[config.mk]
export PLATFORM = sky130hd
export DESIGN_NAME = path_alarm_interrupt_status
export DESIGN_NICKNAME = d
export VERILOG_FILES = /design/src/core/path_event_pkg.sv /design/src/core/edge_event_detect.sv /design/src/core/path_alarm_interrupt_status.sv /design/src/core/status_sync.sv
export SDC_FILE = /design/constraint.sdc
export NUM_CORES = 1
export LEC_CHECK = 0
export ABC_AREA = 1
export BUFFER_PORTS_ARGS = -buffer_cell sky130_fd_sc_hd__buf_2
export CAP_MARGIN = 30
export CORE_AREA = 2 2 62 64
export DETAILED_ROUTE_END_ITERATION = 8
export DIE_AREA = 0 0 64 66
export PLACE_DENSITY = 0.64
export SYNTH_ARGS = -nofsm -noshare
export SYNTH_HDL_FRONTEND = slang
export SYNTH_SLANG_ARGS = --single-unit
[constraint.sdc]
create_clock -name mclk_in -period 0.8 [get_ports mclk_in]
set_input_delay 0.08 -clock mclk_in [delete_from_list [all_inputs] [get_ports mclk_in]]
set_output_delay 0.08 -clock mclk_in [all_outputs]
set_load 0.01 [all_outputs]
[src/core/path_event_pkg.sv]
// Constants for the receive path event status register block
package path_event_pkg;
  localparam int          STATUS_WIDTH      = 8;
  localparam logic [7:0]  STATUS_OFFSET     = 8'h3f;
  localparam logic [7:0]  STATUS_RESET      = 8'h00;
  // Bit positions inside the status byte
  localparam int          BIT_ALARM_SIGNAL  = 7;
  localparam int          BIT_REMOTE_DEFECT = 6;
  localparam int          BIT_PARITY_ERROR  = 5;
  localparam int          BIT_FAR_BLOCK_ERR = 4;
  localparam int          BIT_LABEL_MISMATCH = 3;
  localparam int          BIT_UNEQUIPPED    = 2;
  localparam int          BIT_TRACE_CHANGE  = 1;
  localparam int          BIT_RESERVED      = 0;
  // Per-bit kind: 1 = dual event (either edge), 0 = single event (rising edge)
  localparam logic [7:0]  DUAL_EVENT_MASK   = 8'hcc;
  // Reserved bits always read zero
  localparam logic [7:0]  USED_BITS_MASK    = 8'hfe;
endpackage

[src/core/edge_event_detect.sv]
// Edge detector for one status bit, single or dual event
`timescale 1ns/1ps
module edge_event_detect #(
  parameter bit DUAL = 1'b0
) (
  input  wire logic mclk_in,
  input  wire logic rst_in,
  input  wire logic level_in,
  input  wire logic enable_in,
  output logic      event_out
);
  logic prev_reg;

  // Remember last synchronised level
  always_ff @(posedge mclk_in) begin
    if (rst_in) begin
      prev_reg <= 1'b0;
    end else begin
      prev_reg <= level_in;
    end
  end

  // Enable gates the event, not the history, so no false edge when enabled
  always_comb begin
    if (DUAL) begin
      event_out = enable_in & (level_in ^ prev_reg);
    end else begin
      event_out = enable_in & level_in & ~prev_reg;
    end
  end
endmodule // edge_event_detect

[src/core/path_alarm_interrupt_status.sv]
// Receive path event status register, clear on read
`timescale 1ns/1ps
module path_alarm_interrupt_status (
  input  wire logic       mclk_in,
  input  wire logic       rst_in,
  input  wire logic [7:0] status_in,
  input  wire logic [7:0] enable_in,
  input  wire logic [7:0] addr_in,
  input  wire logic       rd_in,
  output logic      [7:0] rdata_out,
  output logic            rdata_valid_out
);
  logic [7:0] sync_level;
  logic [7:0] event_hit;
  logic [7:0] event_reg;
  logic [7:0] event_next;
  logic       hit_read;

  //////////////////////////////////////////////////////////////////////////////
  // Status levels come from detectors possibly on other timing, so synchronise
  genvar gi;
  generate
    for (gi = 1; gi < path_event_pkg::STATUS_WIDTH; gi++) begin : g_bit
      status_sync u_sync (
        .mclk_in   (mclk_in),
        .rst_in    (rst_in),
        .level_in  (status_in[gi]),
        .level_out (sync_level[gi])
      );
      // Dual/single kind per bit from the package mask
      edge_event_detect #(
        .DUAL (path_event_pkg::DUAL_EVENT_MASK[gi])
      ) u_edge (
        .mclk_in   (mclk_in),
        .rst_in    (rst_in),
        .level_in  (sync_level[gi]),
        .enable_in (enable_in[gi]),
        .event_out (event_hit[gi])
      );
    end
  endgenerate

  // Reserved bit never produces an event
  assign sync_level[path_event_pkg::BIT_RESERVED] = 1'b0;
  assign event_hit[path_event_pkg::BIT_RESERVED]  = 1'b0;

  //////////////////////////////////////////////////////////////////////////////
  // Clearing read; a new event in the read cycle wins over the clear
  assign hit_read = rd_in && (addr_in == path_event_pkg::STATUS_OFFSET);

  always_comb begin
    if (hit_read) begin
      event_next = event_hit;
    end else begin
      event_next = event_reg | event_hit;
    end
    event_next = event_next & path_event_pkg::USED_BITS_MASK;
  end

  always_ff @(posedge mclk_in) begin
    if (rst_in) begin
      event_reg <= path_event_pkg::STATUS_RESET;
    end else begin
      event_reg <= event_next;
    end
  end

  // Read data registered; unmapped addresses return zero
  always_ff @(posedge mclk_in) begin
    if (rst_in) begin
      rdata_out       <= 8'h00;
      rdata_valid_out <= 1'b0;
    end else begin
      rdata_valid_out <= rd_in;
      rdata_out       <= hit_read ? event_reg : 8'h00;
    end
  end

  //////////////////////////////////////////////////////////////////////////////
  // Checks
  AST_RESERVED_ZERO: assert property (@(posedge mclk_in) disable iff (rst_in)
    rdata_out[0] == 1'b0 && event_reg[0] == 1'b0)
    else $error("Reserved bit not zero");

  AST_READ_RETURNS: assert property (@(posedge mclk_in) disable iff (rst_in)
    hit_read |=> rdata_valid_out && rdata_out == $past(event_reg))
    else $error("Read did not return latched bits");

  AST_READ_CLEARS: assert property (@(posedge mclk_in) disable iff (rst_in)
    hit_read && event_hit == 8'h00 |=> event_reg == 8'h00)
    else $error("Read did not clear bits");

  AST_SET_WINS: assert property (@(posedge mclk_in) disable iff (rst_in)
    hit_read && event_hit[7] |=> event_reg[7])
    else $error("Event lost during clearing read");

  AST_ALARM_FALL: assert property (@(posedge mclk_in) disable iff (rst_in)
    enable_in[7] && $fell(sync_level[7]) |=> event_reg[7])
    else $error("Dual event falling edge missed");

  // A falling edge on a single-event bit must leave a clear latch clear
  AST_PARITY_NO_FALL: assert property (@(posedge mclk_in) disable iff (rst_in)
    !hit_read && !event_reg[5] && $fell(sync_level[5]) |=> !event_reg[5])
    else $error("Single event set on falling edge");

  AST_PARITY_RISE: assert property (@(posedge mclk_in) disable iff (rst_in)
    enable_in[5] && $rose(sync_level[5]) |=> event_reg[5])
    else $error("Parity rising edge missed");

  AST_DISABLED_HOLD: assert property (@(posedge mclk_in) disable iff (rst_in)
    enable_in == 8'h00 && !hit_read |=> event_reg == $past(event_reg))
    else $error("Bit set while disabled");

  AST_LABEL_DUAL: assert property (@(posedge mclk_in) disable iff (rst_in)
    enable_in[3] && $changed(sync_level[3]) |=> event_reg[3])
    else $error("Label mismatch change missed");

  // Per-bit kind checks for the remaining mapped bits
  AST_REMOTE_DUAL: assert property (@(posedge mclk_in) disable iff (rst_in)
    enable_in[6] && $changed(sync_level[6]) |=> event_reg[6])
    else $error("Remote defect change missed");

  AST_FAR_BLOCK_RISE: assert property (@(posedge mclk_in) disable iff (rst_in)
    enable_in[4] && $rose(sync_level[4]) |=> event_reg[4])
    else $error("Far block error rising edge missed");

  AST_FAR_BLOCK_NO_FALL: assert property (@(posedge mclk_in) disable iff (rst_in)
    !hit_read && !event_reg[4] && $fell(sync_level[4]) |=> !event_reg[4])
    else $error("Far block error set on falling edge");

  AST_UNEQUIPPED_DUAL: assert property (@(posedge mclk_in) disable iff (rst_in)
    enable_in[2] && $changed(sync_level[2]) |=> event_reg[2])
    else $error("Unequipped change missed");

  AST_TRACE_RISE: assert property (@(posedge mclk_in) disable iff (rst_in)
    enable_in[1] && $rose(sync_level[1]) |=> event_reg[1])
    else $error("Trace change rising edge missed");

  AST_TRACE_NO_FALL: assert property (@(posedge mclk_in) disable iff (rst_in)
    !hit_read && !event_reg[1] && $fell(sync_level[1]) |=> !event_reg[1])
    else $error("Trace change set on falling edge");

  // Answer pulse follows every strobe; idle cycles show zero data
  AST_VALID_PULSE: assert property (@(posedge mclk_in) disable iff (rst_in)
    rd_in |=> rdata_valid_out)
    else $error("Read strobe without valid pulse");

  AST_IDLE_ZERO: assert property (@(posedge mclk_in) disable iff (rst_in)
    !rd_in |=> !rdata_valid_out && rdata_out == 8'h00)
    else $error("Read answer without strobe");

  // Unmapped reads answer zero and must not clear anything
  AST_UNMAPPED_KEEP: assert property (@(posedge mclk_in) disable iff (rst_in)
    rd_in && !hit_read |=> rdata_out == 8'h00 && event_reg == ($past(event_reg) | $past(event_hit)))
    else $error("Unmapped read disturbed status");
endmodule // path_alarm_interrupt_status

[src/core/status_sync.sv]
// Two-flop synchroniser for one status level
`timescale 1ns/1ps
module status_sync (
  input  wire logic mclk_in,
  input  wire logic rst_in,
  input  wire logic level_in,
  output logic      level_out
);
  logic meta_reg;

  // First flop feeds only the second
  always_ff @(posedge mclk_in) begin
    if (rst_in) begin
      meta_reg  <= 1'b0;
      level_out <= 1'b0;
    end else begin
      meta_reg  <= level_in;
      level_out <= meta_reg;
    end
  end
endmodule // status_sync
==> Implementation_results.wiki, run 1 <==
{| class="wikitable"
! Metric !! Value
|-
| Outcome || complete, but fails checks
|-
| Failing checks || negative setup slack
|-
| Layout-stage area growth over the synthesis result || 40.2%
|-
| Total number of vias || 878
|-
| Number of antenna repair diodes || 0
|-
| Pleak || 0.792 nW
|-
| TritonCTS clock tree || built
|-
| Critical path data arrival time || about 0.76 ns
|-
| Top-level port count || 36
|-
| Final setup violation count || 8
|-
| Number of max-cap violations || 0
|-
| Most congested layer reported by global routing || met2
|-
| Seq/Total Area, Yosys || 0.605
|-
| Final worst-path cycle share || 1.05
|-
| Total wire length || 1690 um
|-
| Type of destination of the critical path || output pin
|-
| Starting Density || 0.335
|-
| Top cell type's share of synthesized area || 0.605
|-
| CP Class || flop to output pin
|-
| All-Layer GR Usage || 0.0944
|-
| Hold WC Path Type || input port to flop
|-
| FILL cells || 335
|-
| Peak clock frequency supported by timing || about 1200 MHz
|-
| Cell Pwr Density || 2000 mW/mm2
|-
| Largest fanout of any net on the critical path || 1
|-
| Met3 routing resource usage after global routing || 0.0579
|-
| Core Box Area || 0.00355 mm2
|-
| Worst hold margin || 0.0449 ns
|-
| Worst-case vdd ir drop || 0.879 mV
|-
| Biggest area contributors in the synthesized netlist || sky130_fd_sc_hd__dfxtp_1 (61%), sky130_fd_sc_hd__inv_1 (9.8%), sky130_fd_sc_hd__nor2_1 (9.1%)
|-
| Final Worst Setup Slack || -0.0426 ns
|-
| Synthesized net count || around 160
|-
| CP max stage cell || sky130_fd_sc_hd__dfxtp_1
|-
| Post-layout minimum cycle time || between 0.8 and 0.9 ns
|-
| Worst Skew || ~0.0055 ns
|-
| Category of the worst setup path launch point || flop
|-
| Width of the die || between 60 and 70 um
|-
| Row cnt || 22
|-
| Cell area after layout || 0.00167 mm2
|-
| RSZ-0062 raised after global routing || true
|-
| Vias per inst || 3.67
|-
| H-tree depth || 2
|-
| Cell accounting for the most synthesized area || sky130_fd_sc_hd__dfxtp_1
|-
| Cell count after placement || 216
|-
| Routed WL per cell || 7.09 um
|-
| DR DRC count || 0
|-
| Final core utilization || 0.470
|-
| Clock Sink Count || 36
|-
| Average cell area after synthesis || 8.69 um2
|-
| Kind of cell adding the most delay to the critical path || flip-flops
|-
| Pin count of the biggest net entering global routing || 12
|-
| Total CTS buffers || 5
|-
| Instance count of the mapped netlist || 137
|-
| Number of global-route vias before repair || around 760
|-
| Total overflow reported by the global router || 0
|-
| Hold path start || rst_in
|-
| Post-DP HPWL || 1190 um
|-
| Sequential cell area || 728 um2
|-
| Number of design-rule violations left by the first detailed-router iteration || 18
|-
| I/O Buffers || 32
|-
| WP buf/inv || 1
|-
| Hold Fails Final Rpt || 0
|-
| Worst path required time || a little over 0.7 ns
|-
| Final Net Count || 217
|-
| Chain of cells forming the critical path || buf_2
|-
| Setup crit start || rdata_valid_out
|-
| Count of non-filler cells in the finished layout || 239
|-
| Post-synthesis instance area || approximately 0.0012 mm2
|-
| TritonRoute pass-1 iters || 3
|-
| Clock Latency Late Sink || 0.33 ns
|-
| Synthesized flop and latch total || 36
|-
| Clock slew seen by the registers of the worst setup and hold paths || 0.10 ns
|-
| Clock buffer depth || 2
|-
| Wire length of the first global-routing pass || 2960 um
|-
| Ratio of cells with drive above 1 in the final layout || 0.314
|-
| Largest incremental delay on the critical path || around 0.32 ns
|-
| Final Max Tran Viols || 0
|-
| Area used by multi-input combinational logic || 353 um2
|-
| Antenna violations before repair || 0
|-
| Count of nets left with antenna violations after detail routing || 0
|-
| Routability-driven placement congestion ratio || 0.696
|-
| Routing usage on met1 || 0.102
|-
| Cell area after placement || ~0.0014 mm2
|-
| Power after layout || 3.34 mW
|-
| Global routing usage on met2 || 0.143
|-
| Die height || between 60 and 70 um
|-
| Yosys warns || 0
|-
| Die Outline Area || 0.00422 mm2
|-
| Clock root cell || sky130_fd_sc_hd__clkbuf_4
|-
| Number of unique standard cell types used by synthesis || 16
|-
| R2r startpoint || g_bit[3].u_edge.prev_reg
|}
[cell type report]
type	count	area share
clock buffer	6	0.0247
clock inverter	2	0.0210
inverter	32	0.0719
multi-input combinational	65	0.211
sequential	36	0.436
tap	48	0.0360
timing repair buffer	50	0.199
[cells in the mapped netlist (all sizes together)]
master  instances
nand3b          3
dfxtp          36
nand2          15
a21oi           4
buf             4
xor2            2
nand4           1
inv            32
or2             2
nor2           31
conb            1
nand3           6
[path summary, 6_finish.rpt]
check	end	slack, ns	depth (start not counted)
max	rdata_valid_out	-0.04	1
min	event_reg[3]	0.04	2
max reg2reg	event_reg[3]	0.01	3
min reg2reg	g_bit[7].u_sync.level_out	0.40	2
[what timing repair did]
action                     in CTS  in global routing
pin swaps                       0                  5
setup endpoints to repair       9                 12
hold buffers                   15                  0
hold endpoints to repair       15                  0
setup buffers                   0                  0
gates resized for setup         3                  8
[logic make-up (layout without fill, tap and decap cells)]
family          after synthesis  count (layout)  share of synthesized area
simple gates                 58              58                      0.241
flops                        36              36                      0.605
buf+inv                      36              90                      0.120
compound gates                4               4                     0.0168
xor+xnor                      2               2                     0.0147
other cells                   1               1                    0.00315
[per-stage QoR]
| stage | TNS [ns] | worst slack (ns) |
|---|---|---|
| final | -0.309 | -0.0426 |
| after global placement | -0.00554 | -0.00299 |
| after floorplan | 0 | 0.00524 |
| after detailed placement | -0.101 | -0.0230 |
| after CTS | -0.467 | -0.0694 |
| after global routing | -0.775 | -0.110 |
[per-layer routing]
layer	routed length (um)	share of wire
met1	785	0.46
met2	716	0.42
met3	168	0.099
met4	24	0.014
met5	0	0
[layout by cell type, fill, tap and decap left out]
cell,count
sky130_fd_sc_hd__a21oi_1,2
sky130_fd_sc_hd__a21oi_2,2
sky130_fd_sc_hd__buf_2,32
sky130_fd_sc_hd__buf_4,3
sky130_fd_sc_hd__bufinv_16,1
sky130_fd_sc_hd__clkbuf_1,1
sky130_fd_sc_hd__clkbuf_4,5
sky130_fd_sc_hd__clkinv_2,1
sky130_fd_sc_hd__conb_1,1
sky130_fd_sc_hd__dfxtp_1,30
sky130_fd_sc_hd__dfxtp_2,6
sky130_fd_sc_hd__dlygate4sd3_1,15
sky130_fd_sc_hd__inv_1,31
sky130_fd_sc_hd__inv_2,1
sky130_fd_sc_hd__nand2_1,14
sky130_fd_sc_hd__nand2_2,1
sky130_fd_sc_hd__nand3_1,3
sky130_fd_sc_hd__nand3_2,2
sky130_fd_sc_hd__nand3_4,1
sky130_fd_sc_hd__nand3b_1,3
sky130_fd_sc_hd__nand4_4,1
sky130_fd_sc_hd__nor2_1,29
sky130_fd_sc_hd__nor2_4,2
sky130_fd_sc_hd__or2_4,2
sky130_fd_sc_hd__xor2_1,2
[report_power, final]
group	internal (mW)	switching, mW
clock	0.655	0.555
sequential	1.85	0.0212
combinational	0.147	0.112
Note: power is estimated with default switching activity, not from simulation.
==> inputs of run 2 (changes only) <==
--- a/config.mk
+++ b/config.mk
@@ -12,6 +12,8 @@
 export DETAILED_ROUTE_END_ITERATION = 8
 export DIE_AREA = 0 0 64 66
 export PLACE_DENSITY = 0.64
+export RECOVER_POWER = 25
+export REMOVE_ABC_BUFFERS = 1
 export SYNTH_ARGS = -nofsm -noshare
 export SYNTH_HDL_FRONTEND = slang
 export SYNTH_SLANG_ARGS = --single-unit
==> run 2 against run 1 <==
- the run still ends with negative setup slack left
- cell area shrank 1.3%
- sequential power is essentially flat
- first-iteration DRC count is 11% higher
- clock power decreased by 20%
- clock skew decreased by 0.0011 ns
- core utilization fell by 0.60 points
- combinational power about the same
- maximum frequency fell by 0.47%
- critical endpoint is now rdata_out[4]
- critical path depth unchanged
- final cell count did not move
- largest power group unchanged
- global-route usage up 0.29 points
==> Implementation_results.wiki, run 2 (synthesis gave the netlist of run 1 again) <==
{| class="wikitable"
! Metric !! Value
|-
| Outcome || complete, but fails checks (unchanged)
|-
| Failing checks || negative setup slack (unchanged)
|-
| Clock buffer depth || 2 (unchanged)
|-
| Ratio of cells with drive above 1 in the final layout || 0.293 (was 0.314)
|-
| Worst-case vdd ir drop || 0.590 mV (was 0.879 mV)
|-
| Largest fanout of any net on the critical path || 1 (unchanged)
|-
| Row cnt || 22 (unchanged)
|-
| Worst hold margin || 0.0155 ns (was 0.0449 ns)
|-
| Clock root cell || sky130_fd_sc_hd__clkbuf_4 (unchanged)
|-
| Routability-driven placement congestion ratio || 0.660 (was 0.696)
|-
| Post-DP HPWL || 1140 um (was 1190 um)
|-
| Top-level port count || 36 (unchanged)
|-
| Clock Latency Late Sink || 0.33 ns (about the same)
|-
| DR DRC count || 0 (unchanged)
|-
| Count of nets left with antenna violations after detail routing || 0 (unchanged)
|-
| Number of max-cap violations || 0 (unchanged)
|-
| Most congested layer reported by global routing || met2 (unchanged)
|-
| Clock Sink Count || 36 (unchanged)
|-
| Worst Skew || 0.00439 ns (was 0.00550 ns)
|-
| Hold Fails Final Rpt || 0 (unchanged)
|-
| Number of antenna repair diodes || 0 (unchanged)
|-
| Vias per inst || 3.69 (was 3.67)
|-
| Worst path required time || 0.72 ns (about the same)
|-
| Total number of vias || 883 (was 878)
|-
| Chain of cells forming the critical path || buf_2 (unchanged)
|-
| Post-layout minimum cycle time || 0.847 ns (was 0.843 ns)
|-
| TritonCTS clock tree || built (unchanged)
|-
| Hold WC Path Type || input port to flop (unchanged)
|-
| Layout-stage area growth over the synthesis result || 38.4% (was 40.2%)
|-
| Cell count after placement || 215 (was 216)
|-
| Cell Pwr Density || 1880 mW/mm2 (was 2000 mW/mm2)
|-
| Final Max Tran Viols || 0 (unchanged)
|-
| CP max stage cell || sky130_fd_sc_hd__dfxtp_1 (unchanged)
|-
| Starting Density || 0.335 (unchanged)
|-
| RSZ-0062 raised after global routing || true (unchanged)
|-
| Count of non-filler cells in the finished layout || 239 (unchanged)
|-
| Global routing usage on met2 || 0.171 (was 0.143)
|-
| Largest incremental delay on the critical path || 0.32 ns (about the same)
|-
| H-tree depth || 2 (unchanged)
|-
| Number of global-route vias before repair || 754 (was 756)
|-
| Total wire length || 1790 um (was 1690 um)
|-
| FILL cells || 346 (was 335)
|-
| Width of the die || 64 um (unchanged)
|-
| Die Outline Area || 0.00422 mm2 (unchanged)
|-
| WP buf/inv || 1 (unchanged)
|-
| Pin count of the biggest net entering global routing || 15 (was 12)
|-
| Wire length of the first global-routing pass || 2990 um (was 2960 um)
|-
| Peak clock frequency supported by timing || 1180 MHz (was 1190 MHz)
|-
| CP Class || flop to output pin (unchanged)
|-
| Clock slew seen by the registers of the worst setup and hold paths || 0.10 ns (about the same)
|-
| Total overflow reported by the global router || 0 (unchanged)
|-
| Final Worst Setup Slack || -0.0465 ns (was -0.0426 ns)
|-
| Final Net Count || 217 (unchanged)
|-
| Final worst-path cycle share || 1.06 (was 1.05)
|-
| Most common cell after layout, fill and taps aside || sky130_fd_sc_hd__buf_2 (unchanged)
|-
| Commonest non-fill, non-tap cells in the layout || sky130_fd_sc_hd__buf_2 (32), sky130_fd_sc_hd__inv_1 (31), sky130_fd_sc_hd__dfxtp_1 (30) (unchanged)
|-
| I/O Buffers || 32 (unchanged)
|-
| Critical path data arrival time || 0.77 ns (was 0.76 ns)
|-
| Die height || 66 um (unchanged)
|-
| Pleak || 0.781 nW (was 0.792 nW)
|-
| Kind of cell adding the most delay to the critical path || flip-flops (unchanged)
|-
| Type of destination of the critical path || output pin (unchanged)
|-
| Final setup violation count || 8 (unchanged)
|-
| Post-CTS setup repair buffer count || 0 (unchanged)
|-
| Core Box Area || 0.00355 mm2 (unchanged)
|-
| Routing usage on met1 || 0.0854 (was 0.102)
|-
| Antenna violations before repair || 0 (unchanged)
|-
| Category of the worst setup path launch point || flop (unchanged)
|-
| Total CTS buffers || 5 (unchanged)
|-
| Number of design-rule violations left by the first detailed-router iteration || 20 (was 18)
|-
| Routed WL per cell || 7.47 um (was 7.09 um)
|-
| Met3 routing resource usage after global routing || 0.0630 (was 0.0579)
|-
| TritonRoute pass-1 iters || 3 (unchanged)
|-
| All-Layer GR Usage || 0.0973 (was 0.0944)
|}
[run 2: final cells by class]
class,count,area (um2),area share
clock buffers,8,58.8,0.0357
well taps,48,60.1,0.0364
flip-flops and latches,36,728,0.442
inverters,32,120,0.0728
multi-input cells,65,347,0.210
repair buffers,50,335,0.203
[run 2: stage by stage]
stage	util	setup WS, ns	cell area (um2)	setup TNS (ns)	power (mW)
after global placement	0.395	-0.0220	1400	-0.0272	2.10
after detailed placement	0.395	-0.0346	1400	-0.113	2.11
after floorplan	-	-0.00346	1170	-0.00346	2.01
final	0.464	-0.0465	1650	-0.285	3.11
after CTS	0.456	-0.0620	1620	-0.455	3.15
after global routing	0.464	-0.107	1650	-0.774	3.29
[run 2: worst paths after layout]
kind | from | to | slack [ns] | cells past startpoint
worst max-delay path | rdata_out[4] | rdata_out[4] | -0.05 | 1
worst min register to register | g_bit[6].u_sync.meta_reg | g_bit[6].u_sync.level_out | 0.40 | 2
worst max register to register | g_bit[7].u_edge.prev_reg | event_reg[7] | 0.01 | 3
worst min-delay path | rst_in | g_bit[4].u_edge.prev_reg | 0.02 | 2
[run 2: repair_timing]
action | CTS | global route
gates resized for setup | 6 | 5
endpoints found under the hold margin | 14 | 2
pin swaps | 0 | 2
hold buffers | 14 | 2
setup endpoints to repair | 10 | 12
[run 2: power breakdown]
part	total (mW)	switching, mW	internal [mW]
clock network	0.973	0.539	0.434
registers	1.87	0.0208	1.85
logic	0.259	0.112	0.147
total	3.11	0.672	2.43
[run 2: routing by layer]
| layer | share of wire | up-vias |
|---|---|---|
| met4 | 0.018 | 0 |
| met3 | 0.081 | 5 |
| met1 | 0.41 | 357 |
| met2 | 0.48 | 26 |
| met5 | 0 | - |
| li1 | - | 495 |
